[config.mk]
export PLATFORM = sky130hd
export DESIGN_NAME = mirror_drive_test_sequencer
export DESIGN_NICKNAME = d
export VERILOG_FILES = /design/src/common/mirror_test_pkg.sv /design/src/design/pin_sync.sv /design/src/design/mirror_drive_test_sequencer.sv
export SDC_FILE = /design/constraint.sdc
export NUM_CORES = 1
export LEC_CHECK = 0
export BUFFER_PORTS_ARGS = -buffer_cell sky130_fd_sc_hd__clkbuf_2
export CORE_MARGIN = 2
export CORE_UTILIZATION = 42
export DETAILED_ROUTE_END_ITERATION = 16
export PLACE_DENSITY_LB_ADDON = 0.05
export SLEW_MARGIN = 0
export SYNTH_ARGS = -nofsm -noshare
export SYNTH_HDL_FRONTEND = slang
export SYNTH_HIERARCHICAL = 1
export SYNTH_SLANG_ARGS = --single-unit
[constraint.sdc]
create_clock -name clk_i -period 4.15 [get_ports clk_i]
set_clock_uncertainty 0.15 [all_clocks]
set_input_delay 0.83 -clock clk_i [delete_from_list [all_inputs] [get_ports clk_i]]
set_output_delay 0.83 -clock clk_i [all_outputs]
set_load 0.1 [all_outputs]
[src/common/mirror_test_pkg.sv]
package mirror_test_pkg;

    // ****************************************
    // register map (word offsets as byte addresses)
    // ****************************************
    localparam logic [7:0] CTRL_OFF      = 8'h00;
    localparam logic [7:0] FWD_COORD_OFF = 8'h04;
    localparam logic [7:0] REV_COORD_OFF = 8'h08;
    localparam logic [7:0] DWELL_OFF     = 8'h0C;
    localparam logic [7:0] STATUS_OFF    = 8'h10;
    localparam logic [7:0] MASK_OFF      = 8'h14;
    localparam logic [7:0] SPEED_OFF     = 8'h18;
    localparam logic [7:0] COUNT_OFF     = 8'h1C;
    localparam logic [7:0] STATE_OFF     = 8'h20;

    // ****************************************
    // fields
    // ****************************************
    localparam int CTRL_REV_EN_BIT = 0;
    localparam int EV_WIDTH        = 9;
    localparam int EV_NO_STILL     = 0;
    localparam int EV_COUNT_FAULT  = 1;
    localparam int EV_VEL_FAULT    = 2;
    localparam int EV_NOT_ZERO     = 3;
    localparam int EV_JUMP         = 4;
    localparam int EV_WRONG_DIR    = 5;
    localparam int EV_SPEED        = 6;
    localparam int EV_DRIFT        = 7;
    localparam int EV_PASS_DONE    = 8;

    localparam logic [31:0] DWELL_RESET = 32'h0000_C350;
    localparam logic [15:0] FWD_RESET   = 16'h0400;
    localparam logic [15:0] REV_RESET   = 16'h0000;

    // ****************************************
    // timing
    // ****************************************
    localparam int CLK_HZ          = 50_000_000;
    localparam int STILL_WAIT_MS   = 10;
    localparam int STILL_WAIT_CYC  = CLK_HZ / 1000 * STILL_WAIT_MS;
    localparam int DRIFT_LIMIT     = 3;
    localparam int MAX_STEP        = 1;
    localparam int SPEED_TOL_PCT   = 1;

    typedef struct packed {
        logic stop;
        logic zero;
        logic scan_fwd;
        logic accel_rev;
    } mirror_cmd_t;

    typedef struct packed {
        logic near_still;
        logic count_fault;
        logic vel_fault;
        logic in_scan_gate;
        logic at_speed;
        logic enc_fwd;
        logic enc_rev;
    } mirror_stat_t;

endpackage

[src/design/pin_sync.sv]
`timescale 1ns/1ps
`default_nettype none
module pin_sync #(
    parameter int WIDTH = 1
) (
    input  wire logic             clk_i,
    input  wire logic             rst_i,
    input  wire logic [WIDTH-1:0] d_i,
    output logic      [WIDTH-1:0] q_o
);
    logic [WIDTH-1:0] meta_reg;

    // two stages; the first is read only by the second
    always_ff @(posedge clk_i) begin
        if (rst_i) begin
            meta_reg <= '0;
            q_o      <= '0;
        end else begin
            meta_reg <= d_i;
            q_o      <= meta_reg;
        end
    end
endmodule
`default_nettype wire

[src/design/mirror_drive_test_sequencer.sv]
// Chosen here: the Wishbone register port and the placing of the registers.
`timescale 1ns/1ps
`default_nettype none
module mirror_drive_test_sequencer #(
    parameter int          STILL_WAIT  = mirror_test_pkg::STILL_WAIT_CYC,
    parameter int          CWIDTH      = 16,
    parameter logic [31:0] NOMINAL_CYC = 32'h0000_0000
) (
    input  wire logic                          clk_i,
    input  wire logic                          rst_i,
    input  wire logic                          cyc_i,
    input  wire logic                          stb_i,
    input  wire logic                          we_i,
    input  wire logic [7:0]                    adr_i,
    input  wire logic [3:0]                    sel_i,
    input  wire logic [31:0]                   dat_i,
    output logic      [31:0]                   dat_o,
    output logic                               ack_o,
    output logic                               irq_o,
    input  wire logic                          start_btn_i,
    input  wire mirror_test_pkg::mirror_stat_t stat_i,
    output mirror_test_pkg::mirror_cmd_t       cmd_o
);
    import mirror_test_pkg::*;

    // coordinate width is bounded by the 16-bit reset constants
    if (CWIDTH < 4 || CWIDTH > 16 || STILL_WAIT < 1) begin : g_bad_params
        $error("parameter out of range");
    end

    typedef enum {
        S_IDLE, S_STOP1, S_ZERO, S_CHK_ZERO, S_SCAN, S_TIME, S_FSTOP, S_FDWELL,
        S_FCHK, S_ACCEL, S_COAST, S_RSTOP, S_RDWELL, S_RCHK
    } state_t;

    // ****************************************
    // synchronised pins
    // ****************************************
    mirror_stat_t st;
    logic         start_s;
    pin_sync #(.WIDTH(8)) u_sync (
        .clk_i (clk_i),
        .rst_i (rst_i),
        .d_i   ({start_btn_i, stat_i}),
        .q_o   ({start_s, st})
    );

    state_t            state_reg;
    logic [31:0]       timer_reg;
    logic [31:0]       dwell_reg, dwell_len_reg;
    logic [CWIDTH-1:0] pos_reg, fwd_reg, rev_reg, mid_reg, drift_reg;
    logic              rev_en_reg;
    logic [31:0]       speed_reg;
    logic [EV_WIDTH-1:0] status_reg, mask_reg, ev;
    logic              fwd_d, rev_d, start_d;

    wire fwd_p   = st.enc_fwd & ~fwd_d;
    wire rev_p   = st.enc_rev & ~rev_d;
    wire start_p = start_s & ~start_d;
    // a rising edge on one encoder line without one on the other counts one step;
    // a pulse on both lines at once means the encoder skipped
    wire jump    = fwd_p & rev_p;

    always_ff @(posedge clk_i) begin
        if (rst_i) begin
            fwd_d   <= 1'b0;
            rev_d   <= 1'b0;
            start_d <= 1'b0;
        end else begin
            fwd_d   <= st.enc_fwd;
            rev_d   <= st.enc_rev;
            start_d <= start_s;
        end
    end

    // encoder position, cleared while zeroing
    always_ff @(posedge clk_i) begin
        if (rst_i || state_reg == S_ZERO) begin
            pos_reg <= '0;
        end else if (fwd_p && !rev_p) begin
            pos_reg <= pos_reg + 1'b1;
        end else if (rev_p && !fwd_p) begin
            pos_reg <= pos_reg - 1'b1;
        end
    end

    // ****************************************
    // test sequence
    // ****************************************
    logic [32:0] diff;
    logic [39:0] tol;
    always_comb begin
        diff = (speed_reg > NOMINAL_CYC) ? {1'b0, speed_reg - NOMINAL_CYC}
                                         : {1'b0, NOMINAL_CYC - speed_reg};
        tol  = 40'(NOMINAL_CYC) * 40'(SPEED_TOL_PCT);
    end

    always_ff @(posedge clk_i) begin
        if (rst_i) begin
            state_reg <= S_IDLE;
            timer_reg <= '0;
            dwell_reg <= '0;
            drift_reg <= '0;
            mid_reg   <= '0;
            speed_reg <= '0;
            cmd_o     <= '0;
            ev        <= '0;
        end else begin
            ev <= '0;
            unique case (state_reg)
                S_IDLE: begin
                    cmd_o <= '0;
                    if (start_p) begin
                        cmd_o     <= '{stop: 1'b1, default: 1'b0};
                        dwell_reg <= dwell_len_reg;
                        timer_reg <= '0;
                        state_reg <= S_STOP1;
                    end
                end
                S_STOP1: begin
                    timer_reg <= timer_reg + 1;
                    if (st.near_still) begin
                        ev[EV_COUNT_FAULT] <= st.count_fault;
                        ev[EV_VEL_FAULT]   <= st.vel_fault;
                        cmd_o     <= '{zero: 1'b1, default: 1'b0};
                        state_reg <= S_ZERO;
                    end else if (timer_reg >= 32'(STILL_WAIT - 1)) begin
                        ev[EV_NO_STILL] <= 1'b1;
                        cmd_o     <= '0;
                        state_reg <= S_IDLE;
                    end
                end
                S_ZERO: if (!st.in_scan_gate) begin
                    cmd_o     <= '{stop: 1'b1, default: 1'b0};
                    state_reg <= S_CHK_ZERO;
                end
                S_CHK_ZERO: begin
                    // mirror held by stop; count must read zero here
                    ev[EV_NOT_ZERO] <= (pos_reg != '0);
                    cmd_o     <= '{scan_fwd: 1'b1, default: 1'b0};
                    state_reg <= S_SCAN;
                end
                S_SCAN, S_TIME: begin
                    if (state_reg == S_TIME) speed_reg <= speed_reg + 1;
                    if (jump || rev_p) begin
                        ev[EV_JUMP]      <= jump;
                        ev[EV_WRONG_DIR] <= rev_p & ~jump;
                        cmd_o     <= '{zero: 1'b1, default: 1'b0};
                        state_reg <= S_ZERO;
                    end else if (state_reg == S_SCAN && st.at_speed) begin
                        speed_reg <= '0;
                        state_reg <= S_TIME;
                    end else if (state_reg == S_TIME && pos_reg >= fwd_reg) begin
                        cmd_o     <= '{stop: 1'b1, default: 1'b0};
                        drift_reg <= '0;
                        state_reg <= S_FSTOP;
                    end
                end
                S_FSTOP, S_RSTOP: begin
                    if (fwd_p || rev_p) drift_reg <= drift_reg + 1'b1;
                    if (st.near_still) begin
                        timer_reg <= dwell_reg;
                        state_reg <= (state_reg == S_FSTOP) ? S_FDWELL : S_RDWELL;
                    end
                end
                S_FDWELL, S_RDWELL: begin
                    if (fwd_p || rev_p) drift_reg <= drift_reg + 1'b1;
                    if (timer_reg == '0) begin
                        state_reg <= (state_reg == S_FDWELL) ? S_FCHK : S_RCHK;
                    end else begin
                        timer_reg <= timer_reg - 1;
                    end
                end
                S_FCHK: begin
                    // speed reported as elapsed cycles of the timed span
                    ev[EV_SPEED] <= ({diff, 7'h00} > tol * 40'd128 / 40'd100);
                    ev[EV_DRIFT] <= (drift_reg > CWIDTH'(DRIFT_LIMIT));
                    if (st.in_scan_gate) begin
                        cmd_o     <= '{zero: 1'b1, default: 1'b0};
                        state_reg <= S_ZERO;
                    end else if (rev_en_reg) begin
                        mid_reg   <= CWIDTH'(({1'b0, fwd_reg} + {1'b0, rev_reg}) >> 1);
                        cmd_o     <= '{accel_rev: 1'b1, default: 1'b0};
                        state_reg <= S_ACCEL;
                    end else begin
                        ev[EV_PASS_DONE] <= 1'b1;
                        cmd_o     <= '0;
                        state_reg <= S_IDLE;
                    end
                end
                S_ACCEL, S_COAST: begin
                    if (jump || fwd_p) begin
                        ev[EV_WRONG_DIR] <= fwd_p & ~jump;
                        ev[EV_JUMP]      <= jump;
                        cmd_o     <= '{stop: 1'b1, default: 1'b0};
                        state_reg <= S_IDLE;
                    end else if (state_reg == S_ACCEL && pos_reg <= mid_reg) begin
                        cmd_o     <= '0;
                        state_reg <= S_COAST;
                    end else if (state_reg == S_COAST && pos_reg <= rev_reg) begin
                        cmd_o     <= '{stop: 1'b1, default: 1'b0};
                        drift_reg <= '0;
                        state_reg <= S_RSTOP;
                    end
                end
                S_RCHK: begin
                    ev[EV_DRIFT] <= (drift_reg > CWIDTH'(DRIFT_LIMIT));
                    ev[EV_PASS_DONE] <= 1'b1;
                    cmd_o     <= '{scan_fwd: 1'b1, default: 1'b0};
                    state_reg <= S_SCAN;
                end
            endcase
        end
    end

    // ****************************************
    // wishbone slave
    // ****************************************
    wire req = cyc_i & stb_i & ~ack_o;
    wire wr  = req & we_i & sel_i[0];

    always_ff @(posedge clk_i) begin
        if (rst_i) begin
            fwd_reg       <= FWD_RESET[CWIDTH-1:0];
            rev_reg       <= REV_RESET[CWIDTH-1:0];
            rev_en_reg    <= 1'b0;
            dwell_len_reg <= DWELL_RESET;
            mask_reg      <= '0;
        end else if (wr) begin
            unique case (adr_i)
                CTRL_OFF:      rev_en_reg    <= dat_i[CTRL_REV_EN_BIT];
                FWD_COORD_OFF: fwd_reg       <= dat_i[CWIDTH-1:0];
                REV_COORD_OFF: rev_reg       <= dat_i[CWIDTH-1:0];
                DWELL_OFF:     dwell_len_reg <= dat_i;
                MASK_OFF:      mask_reg      <= dat_i[EV_WIDTH-1:0];
                default: ;
            endcase
        end
    end

    // read of status clears it; new events win over the clear
    always_ff @(posedge clk_i) begin
        if (rst_i) begin
            status_reg <= '0;
        end else if (req && !we_i && adr_i == STATUS_OFF) begin
            status_reg <= ev;
        end else begin
            status_reg <= status_reg | ev;
        end
    end

    always_ff @(posedge clk_i) begin
        if (rst_i) begin
            ack_o <= 1'b0;
            dat_o <= '0;
        end else begin
            ack_o <= req;
            dat_o <= '0;
            if (req && !we_i) begin
                unique case (adr_i)
                    CTRL_OFF:      dat_o <= 32'(rev_en_reg);
                    FWD_COORD_OFF: dat_o <= 32'(fwd_reg);
                    REV_COORD_OFF: dat_o <= 32'(rev_reg);
                    DWELL_OFF:     dat_o <= dwell_len_reg;
                    STATUS_OFF:    dat_o <= 32'(status_reg);
                    MASK_OFF:      dat_o <= 32'(mask_reg);
                    SPEED_OFF:     dat_o <= speed_reg;
                    COUNT_OFF:     dat_o <= 32'(pos_reg);
                    STATE_OFF:     dat_o <= 32'(state_reg);
                    default:       dat_o <= '0;
                endcase
            end
        end
    end

    assign irq_o = |(status_reg & mask_reg);
endmodule
`default_nettype wire

==> Yosys cells after proc, flatten, opt, wreduce, memory -nomap -nowiden <==
Cells that the tools add are included.
{ "classes": {"n_addsub": 8, "order_cmp": 7, "n_eq_ne": 45, "muxes": 57, "n_bitwise": 23, "n_reduce_logical": 46} }
{ "ops": {"columns": ["operator", "n"], "rows": [
  ["$mux W32", 19],
  ["$pmux W32 S9", 2],
  ["$eq A32 B4 Y1 const B", 10],
  ["$eq A32 B3 Y1 const B", 5],
  ["$mux W16", 9],
  ["$pmux W32 S4", 1],
  ["$add A32 B1 Y32 const B", 2],
  ["$eq A32 B2 Y1 const B", 2],
  ["$eq A32 B5 Y1 const B", 2],
  ["$logic_not A32 Y1", 2],
  ["$mux W4", 13],
  ["$pmux W16 S3", 1],
  ["$gt A39 B1 Y1 const B", 1],
  ["$add A16 B1 Y16 const B", 2],
  ["$eq A32 B1 Y1 const B", 1],
  ["$eq A8 B5 Y1 const B", 4],
  ["$ge A32 B19 Y1 const B", 1],
  ["$gt A32 B1 Y1 const B", 1],
  ["$le A16 B16 Y1", 2],
  ["$sub A1 B32 Y32 const A", 1],
  ["$sub A32 B1 Y32 const B", 1],
  ["$pmux W4 S7", 1],
  ["$ne A2 B2 Y1 const B", 10],
  ["$add A16 B16 Y17", 1],
  ["38 further kinds", 92]
]} }
{ "word_totals": {"register_bits": 324, "output_inout_bits": 38} }

==> Logic depth before layout (Yosys ltp) <==
{ "depth": {"depth_word": 7, "mapped_depth": 17, "ltp_nobuf": 15} }

==> Hierarchy <==
The synthesis kept the hierarchy.
{ "by_module_without_submodules": {"columns": ["module", "n_inst", "cells_each", "area_per_inst_um2", "seq_area_each_um2"], "rows": [
  ["mirror_drive_test_sequencer", 1, 1982, 15854.0, 5605.4],
  ["pin_sync", 1, 33, 464.2, 320.3]
]} }

==> Least setup slack after synthesis <==
OpenSTA, ideal clock, no wires.
{ "synth_path": {"path_kind": "reg-to-reg", "startpoint": "reg state_reg[0]", "endpoint": "reg timer_reg[16]", "setup_time_ns": 0.122, "arrival_time_ns": 3.846, "required_ns": 3.878, "slack_ns": 0.033, "path_stages_with_launch": 18, "n_path_buf": 2, "synth_period_minus_slack_ns": 4.117, "cell_sequence": "dfxtp_1 > buf_2 > buf_2 > nor2_1 > nand2_1 > o21ai_0 > nand2_1 > inv_1 > ha_1 > a21o_1 > a21oi_1 > o211ai_1 > a31o_2 > o211a_1 > o21a_1 > or3_1 > a32oi_1 > a21oi_1"} }
{ "synth_between": {"elab_chain_len": 4} }
{ "synth_lines": {"columns": ["element", "line", "text"], "rows": [
  ["from (decl)", "mirror_drive_test_sequencer.sv:48", "state_t state_reg;"],
  ["from (signal assigned)", "mirror_drive_test_sequencer.sv:163", "state_reg <= (state_reg == S_FSTOP) ? S_FDWELL : S_RDWELL;"],
  ["from (signal assigned)", "mirror_drive_test_sequencer.sv:169", "state_reg <= (state_reg == S_FDWELL) ? S_FCHK : S_RCHK;"],
  ["$eq A32 B3 Y1 / $eq A32 B4 Y1 (equally long branches)", "mirror_drive_test_sequencer.sv:110", "unique case (state_reg)"],
  ["$reduce_or A2 Y1", "mirror_drive_test_sequencer.sv:110", null],
  ["$reduce_bool A4 Y1 (no source line) (tied with other cells)", null, null],
  ["$reduce_and A4 Y1 (no source line)", null, null],
  ["to (signal assigned)", "mirror_drive_test_sequencer.sv:121", "timer_reg <= timer_reg + 1;"],
  ["to (signal assigned)", "mirror_drive_test_sequencer.sv:162", "timer_reg <= dwell_reg;"],
  ["to (signal assigned)", "mirror_drive_test_sequencer.sv:171", "timer_reg <= timer_reg - 1;"],
  ["to (decl)", "mirror_drive_test_sequencer.sv:49", "logic [31:0] timer_reg;"]
]} }
Several ways; a longest one is shown, not always the timed one.
A chain may end at the register's enable or synchronous reset.

==> Worst setup path in the final report <==
{ "layout_path": {"startpoint": "reg state_reg[0]", "endpoint": "reg timer_reg[31]"} }
The elaborated chain is that of the path after synthesis.

==> run summary <==
RUN STATUS
--------------------------------------------------------------------------------
Status                                                                 completed

SYNTHESIS
--------------------------------------------------------------------------------
YS warnings                                                                    6
Cell type with the highest aggregate area in the netlist            sky130_fd_sc_hd__dfxtp_1
Synth Cell Area                                                       16300 um^2
Main synth FF type                                                  sky130_fd_sc_hd__dfxtp_1
Cell types with the largest area share after synthesis              sky130_fd_sc_hd__dfxtp_1 36%, sky130_fd_sc_hd__ha_1 9.3%, sky130_fd_sc_hd__nand2_1 7.4%
Part of the Yosys area used for sequential elements                        0.363
Async set-or-reset flop fraction in the synthesized netlist                    0
Number of flip-flops and latches in the synthesized netlist                  296
Cells after Synth                                                           2015
Top-area cell type share of the netlist area                               0.363
Distinct cell type count of the synthesized netlist                           90
Most common cell in the synthesized netlist                         sky130_fd_sc_hd__nand2_1
Mean Syn Cell Area                                                     8.10 um^2
Most frequent cells after synthesis                                 322 x sky130_fd_sc_hd__nand2_1, 296 x sky130_fd_sc_hd__dfxtp_1, 216 x sky130_fd_sc_hd__a21oi_1
EDFF count, synth                                                              0
Total nets after synthesis                                                  2196

STA
--------------------------------------------------------------------------------
Hold WS                                                                   286 ps
# setup viols final                                                            0
Setup repair after global routing missed its margin                        false
Highest achievable clock rate                                          0.262 GHz
Share of the cycle needed by the critical path after routing               0.920
Pin slew with the least headroom to its limit                            1040 ps
Final Slew Violations                                                          0
Clock period minus final worst setup slack                               3820 ps
Count of final hold-check violations                                           0
Worst slew margin relative to its limit                                    0.304
Total negative slack for setup checks                                       0 ps

POWER
--------------------------------------------------------------------------------
Leakage dissipation                                                      7.29 nW
Tot Pwr                                                                0.00954 W
Power density over the cells                                         511 nW/um^2
IR drop worst, VDD                                                        336 uV

CTS
--------------------------------------------------------------------------------
Buffer levels on the longest clock path                                        3
Quantity of hold-fixing buffers added after cts                                0
Number of clock buffers inserted by TritonCTS                                 37
TritonCTS clock tree                                                         yes
Insertion delay to the later sink of the worst-skew pair                  560 ps
Number of setup buffers added after CTS                                        0
Clk pin slew, worst setup/hold paths                                       60 ps
Clock root buffer                                                   sky130_fd_sc_hd__clkbuf_16
H-tree level count                                                             2
Sink count of the clock tree                                                 296
Post-CTS sizing                                                                0

DIE
--------------------------------------------------------------------------------
Initial Utilization                                                        0.424
I/O pin count                                                                 95
Floorplan core area                                                   38500 um^2
Vertical die dimension                                                    201 um
# rows                                                                        72
Width of the chip                                                         201 um
Die Outline Area                                                      40400 um^2

DRT
--------------------------------------------------------------------------------
Drt total wl                                                            53500 um
DRC violation count after routing                                              0
Violation count after the first detailed-route iteration                    1166
Number of vias after detailed routing                                      15169
Mean routed wirelength per cell                                          20.3 um
Number of antenna-violating nets in the routed design                          0
First-pass DRT Iterations                                                      9
Via density                                                                 5.75

WORST SETUP PATH
--------------------------------------------------------------------------------
Kind of start point of the critical path                               flip-flop
Worst path arrival time                                                  4100 ps
Crit path required time                                                  4430 ps
Classification of the worst setup path                                   reg2reg
Critical path fanouts, max                                                    15
Crit path capture type                                                 flip-flop
Worst reg2reg setup slack                                                 330 ps

PLACE
--------------------------------------------------------------------------------
Post-Place Cell Area                                                  17400 um^2
Gp weighted congestion                                                     0.903
Sum of net half-perimeters after detailed placement                     39200 um
Port buffer count                                                             91

FINISH
--------------------------------------------------------------------------------
Share of layout cells above drive strength 1                               0.119
Net total in the final layout                                               2274
Antenna diodes                                                                 0
Design area                                                           18700 um^2
Layout-stage area growth over the synthesis result                         14.3%
Fraction of the core area covered by cells at the end of the flow          0.485

GRT
--------------------------------------------------------------------------------
Number of global-route vias before repair                                  14196
Total global routing track utilization                                     0.264
Sum of overflow across all layers after global routing                         0
Largest net degree at the start of global routing                            138
Number of antenna violations at the first check in global routing              1
First-pass GRT wire length                                              83600 um

FLOW RUN
--------------------------------------------------------------------------------
Max-capacitance violation count                                                0

HOLD PATH
--------------------------------------------------------------------------------
Worst min-delay path class                                               reg2reg

## layout by cell type, fill, tap and decap left out, types with 10 or more instances in the layout
cell type                   netlist  layout
sky130_fd_sc_hd__a21oi_1        216     216
sky130_fd_sc_hd__mux2i_1         35      35
sky130_fd_sc_hd__a21o_1          37      37
sky130_fd_sc_hd__nor3_1          60      57
sky130_fd_sc_hd__a31oi_1         15      15
sky130_fd_sc_hd__nor4_1          26      26
sky130_fd_sc_hd__buf_4            2      45
sky130_fd_sc_hd__clkbuf_16        0      39
sky130_fd_sc_hd__clkbuf_2         0      90
sky130_fd_sc_hd__nor2b_1         20      19
sky130_fd_sc_hd__a22oi_1         37      37
sky130_fd_sc_hd__a222oi_1        15      15
sky130_fd_sc_hd__dfxtp_1        296     296
sky130_fd_sc_hd__o21a_1          13      13
sky130_fd_sc_hd__nor2_1         172     171
sky130_fd_sc_hd__xor2_1          31      31
sky130_fd_sc_hd__nand3_1         55      55
sky130_fd_sc_hd__xnor2_1         47      47
sky130_fd_sc_hd__and3_1          25      25
sky130_fd_sc_hd__inv_1           69      69
sky130_fd_sc_hd__nand2_1        322     322
sky130_fd_sc_hd__or3_1           19      19
sky130_fd_sc_hd__nand4_1         16      16
sky130_fd_sc_hd__ha_1           121     121
sky130_fd_sc_hd__nand2b_1        12      12
sky130_fd_sc_hd__mux2_2          10      10
sky130_fd_sc_hd__o21ai_0         67      67
sky130_fd_sc_hd__a221oi_1        23      23
sky130_fd_sc_hd__a211oi_1        19      19
## stage by stage
step,worst slack [ps],cells
5_1_grt,93.7,2640
4_1_cts,372,2640
6_report,333,2640
3_5_place_dp,404,2572
2_1_floorplan,32.6,2015
3_3_place_gp,452,2572
## kinds of logic after synthesis
group | synth area share
AND/OR/NAND/NOR | 0.221
AO/OA/AOI/OAI | 0.208
flip-flops | 0.363
buffers and inverters | 0.0407
adder cells (fa/ha/maj) | 0.0971
XOR/XNOR | 0.0419
multiplexers | 0.0284
## power by group
part / internal [W] / switching [W]
Clock: 0.00196 / 0.00136
Combinational: 0.00112 / 0.00178
Sequential: 0.00305 / 0.000264
## final timing paths
kind,start,to,cells past startpoint
worst max register to register,state_reg[0]$_SDFFE_PP0P_,timer_reg[31]$_SDFFE_PP0P_,16
worst max-delay path,state_reg[0]$_SDFFE_PP0P_,timer_reg[31]$_SDFFE_PP0P_,16
worst min register to register,ev[5]$_SDFF_PP0_,status_reg[5]$_SDFF_PP0_,2
worst min-delay path,ev[5]$_SDFF_PP0_,status_reg[5]$_SDFF_PP0_,2
## layer usage
metal | wire length [um] | part of all wire | GRT usage
met5 | 13 | 0.00024 | 0
met4 | 1950 | 0.036 | 0.108
met3 | 3350 | 0.063 | 0.0465
met2 | 22300 | 0.42 | 0.381
met1 | 25900 | 0.48 | 0.386
## worst max-delay path: stages (launching register included)
cell                      delay, ps
sky130_fd_sc_hd__dfxtp_1        320
sky130_fd_sc_hd__nor2_1         220
sky130_fd_sc_hd__nand2_1         70
sky130_fd_sc_hd__o21ai_0         80
sky130_fd_sc_hd__nand2_1        170
sky130_fd_sc_hd__inv_1          210
sky130_fd_sc_hd__buf_4          250
sky130_fd_sc_hd__ha_1           220
sky130_fd_sc_hd__nand2_1        100
sky130_fd_sc_hd__a211o_1        280
sky130_fd_sc_hd__a211o_1        280
sky130_fd_sc_hd__and3_1         210
sky130_fd_sc_hd__o31a_1         340
sky130_fd_sc_hd__o21a_1         270
sky130_fd_sc_hd__nor2_1         130
sky130_fd_sc_hd__o31ai_1        100
sky130_fd_sc_hd__a211o_1        300
## layout make-up
type	count	area, um^2
timing repair buffer	137	820
clock inverter	20	209
tap	518	648
fill	3857	19800
sequential	296	5930
clock buffer	48	1030
inverter	72	270
multi-input combinational	1549	9750
No activity file was read; power rests on OpenSTA's default activity.
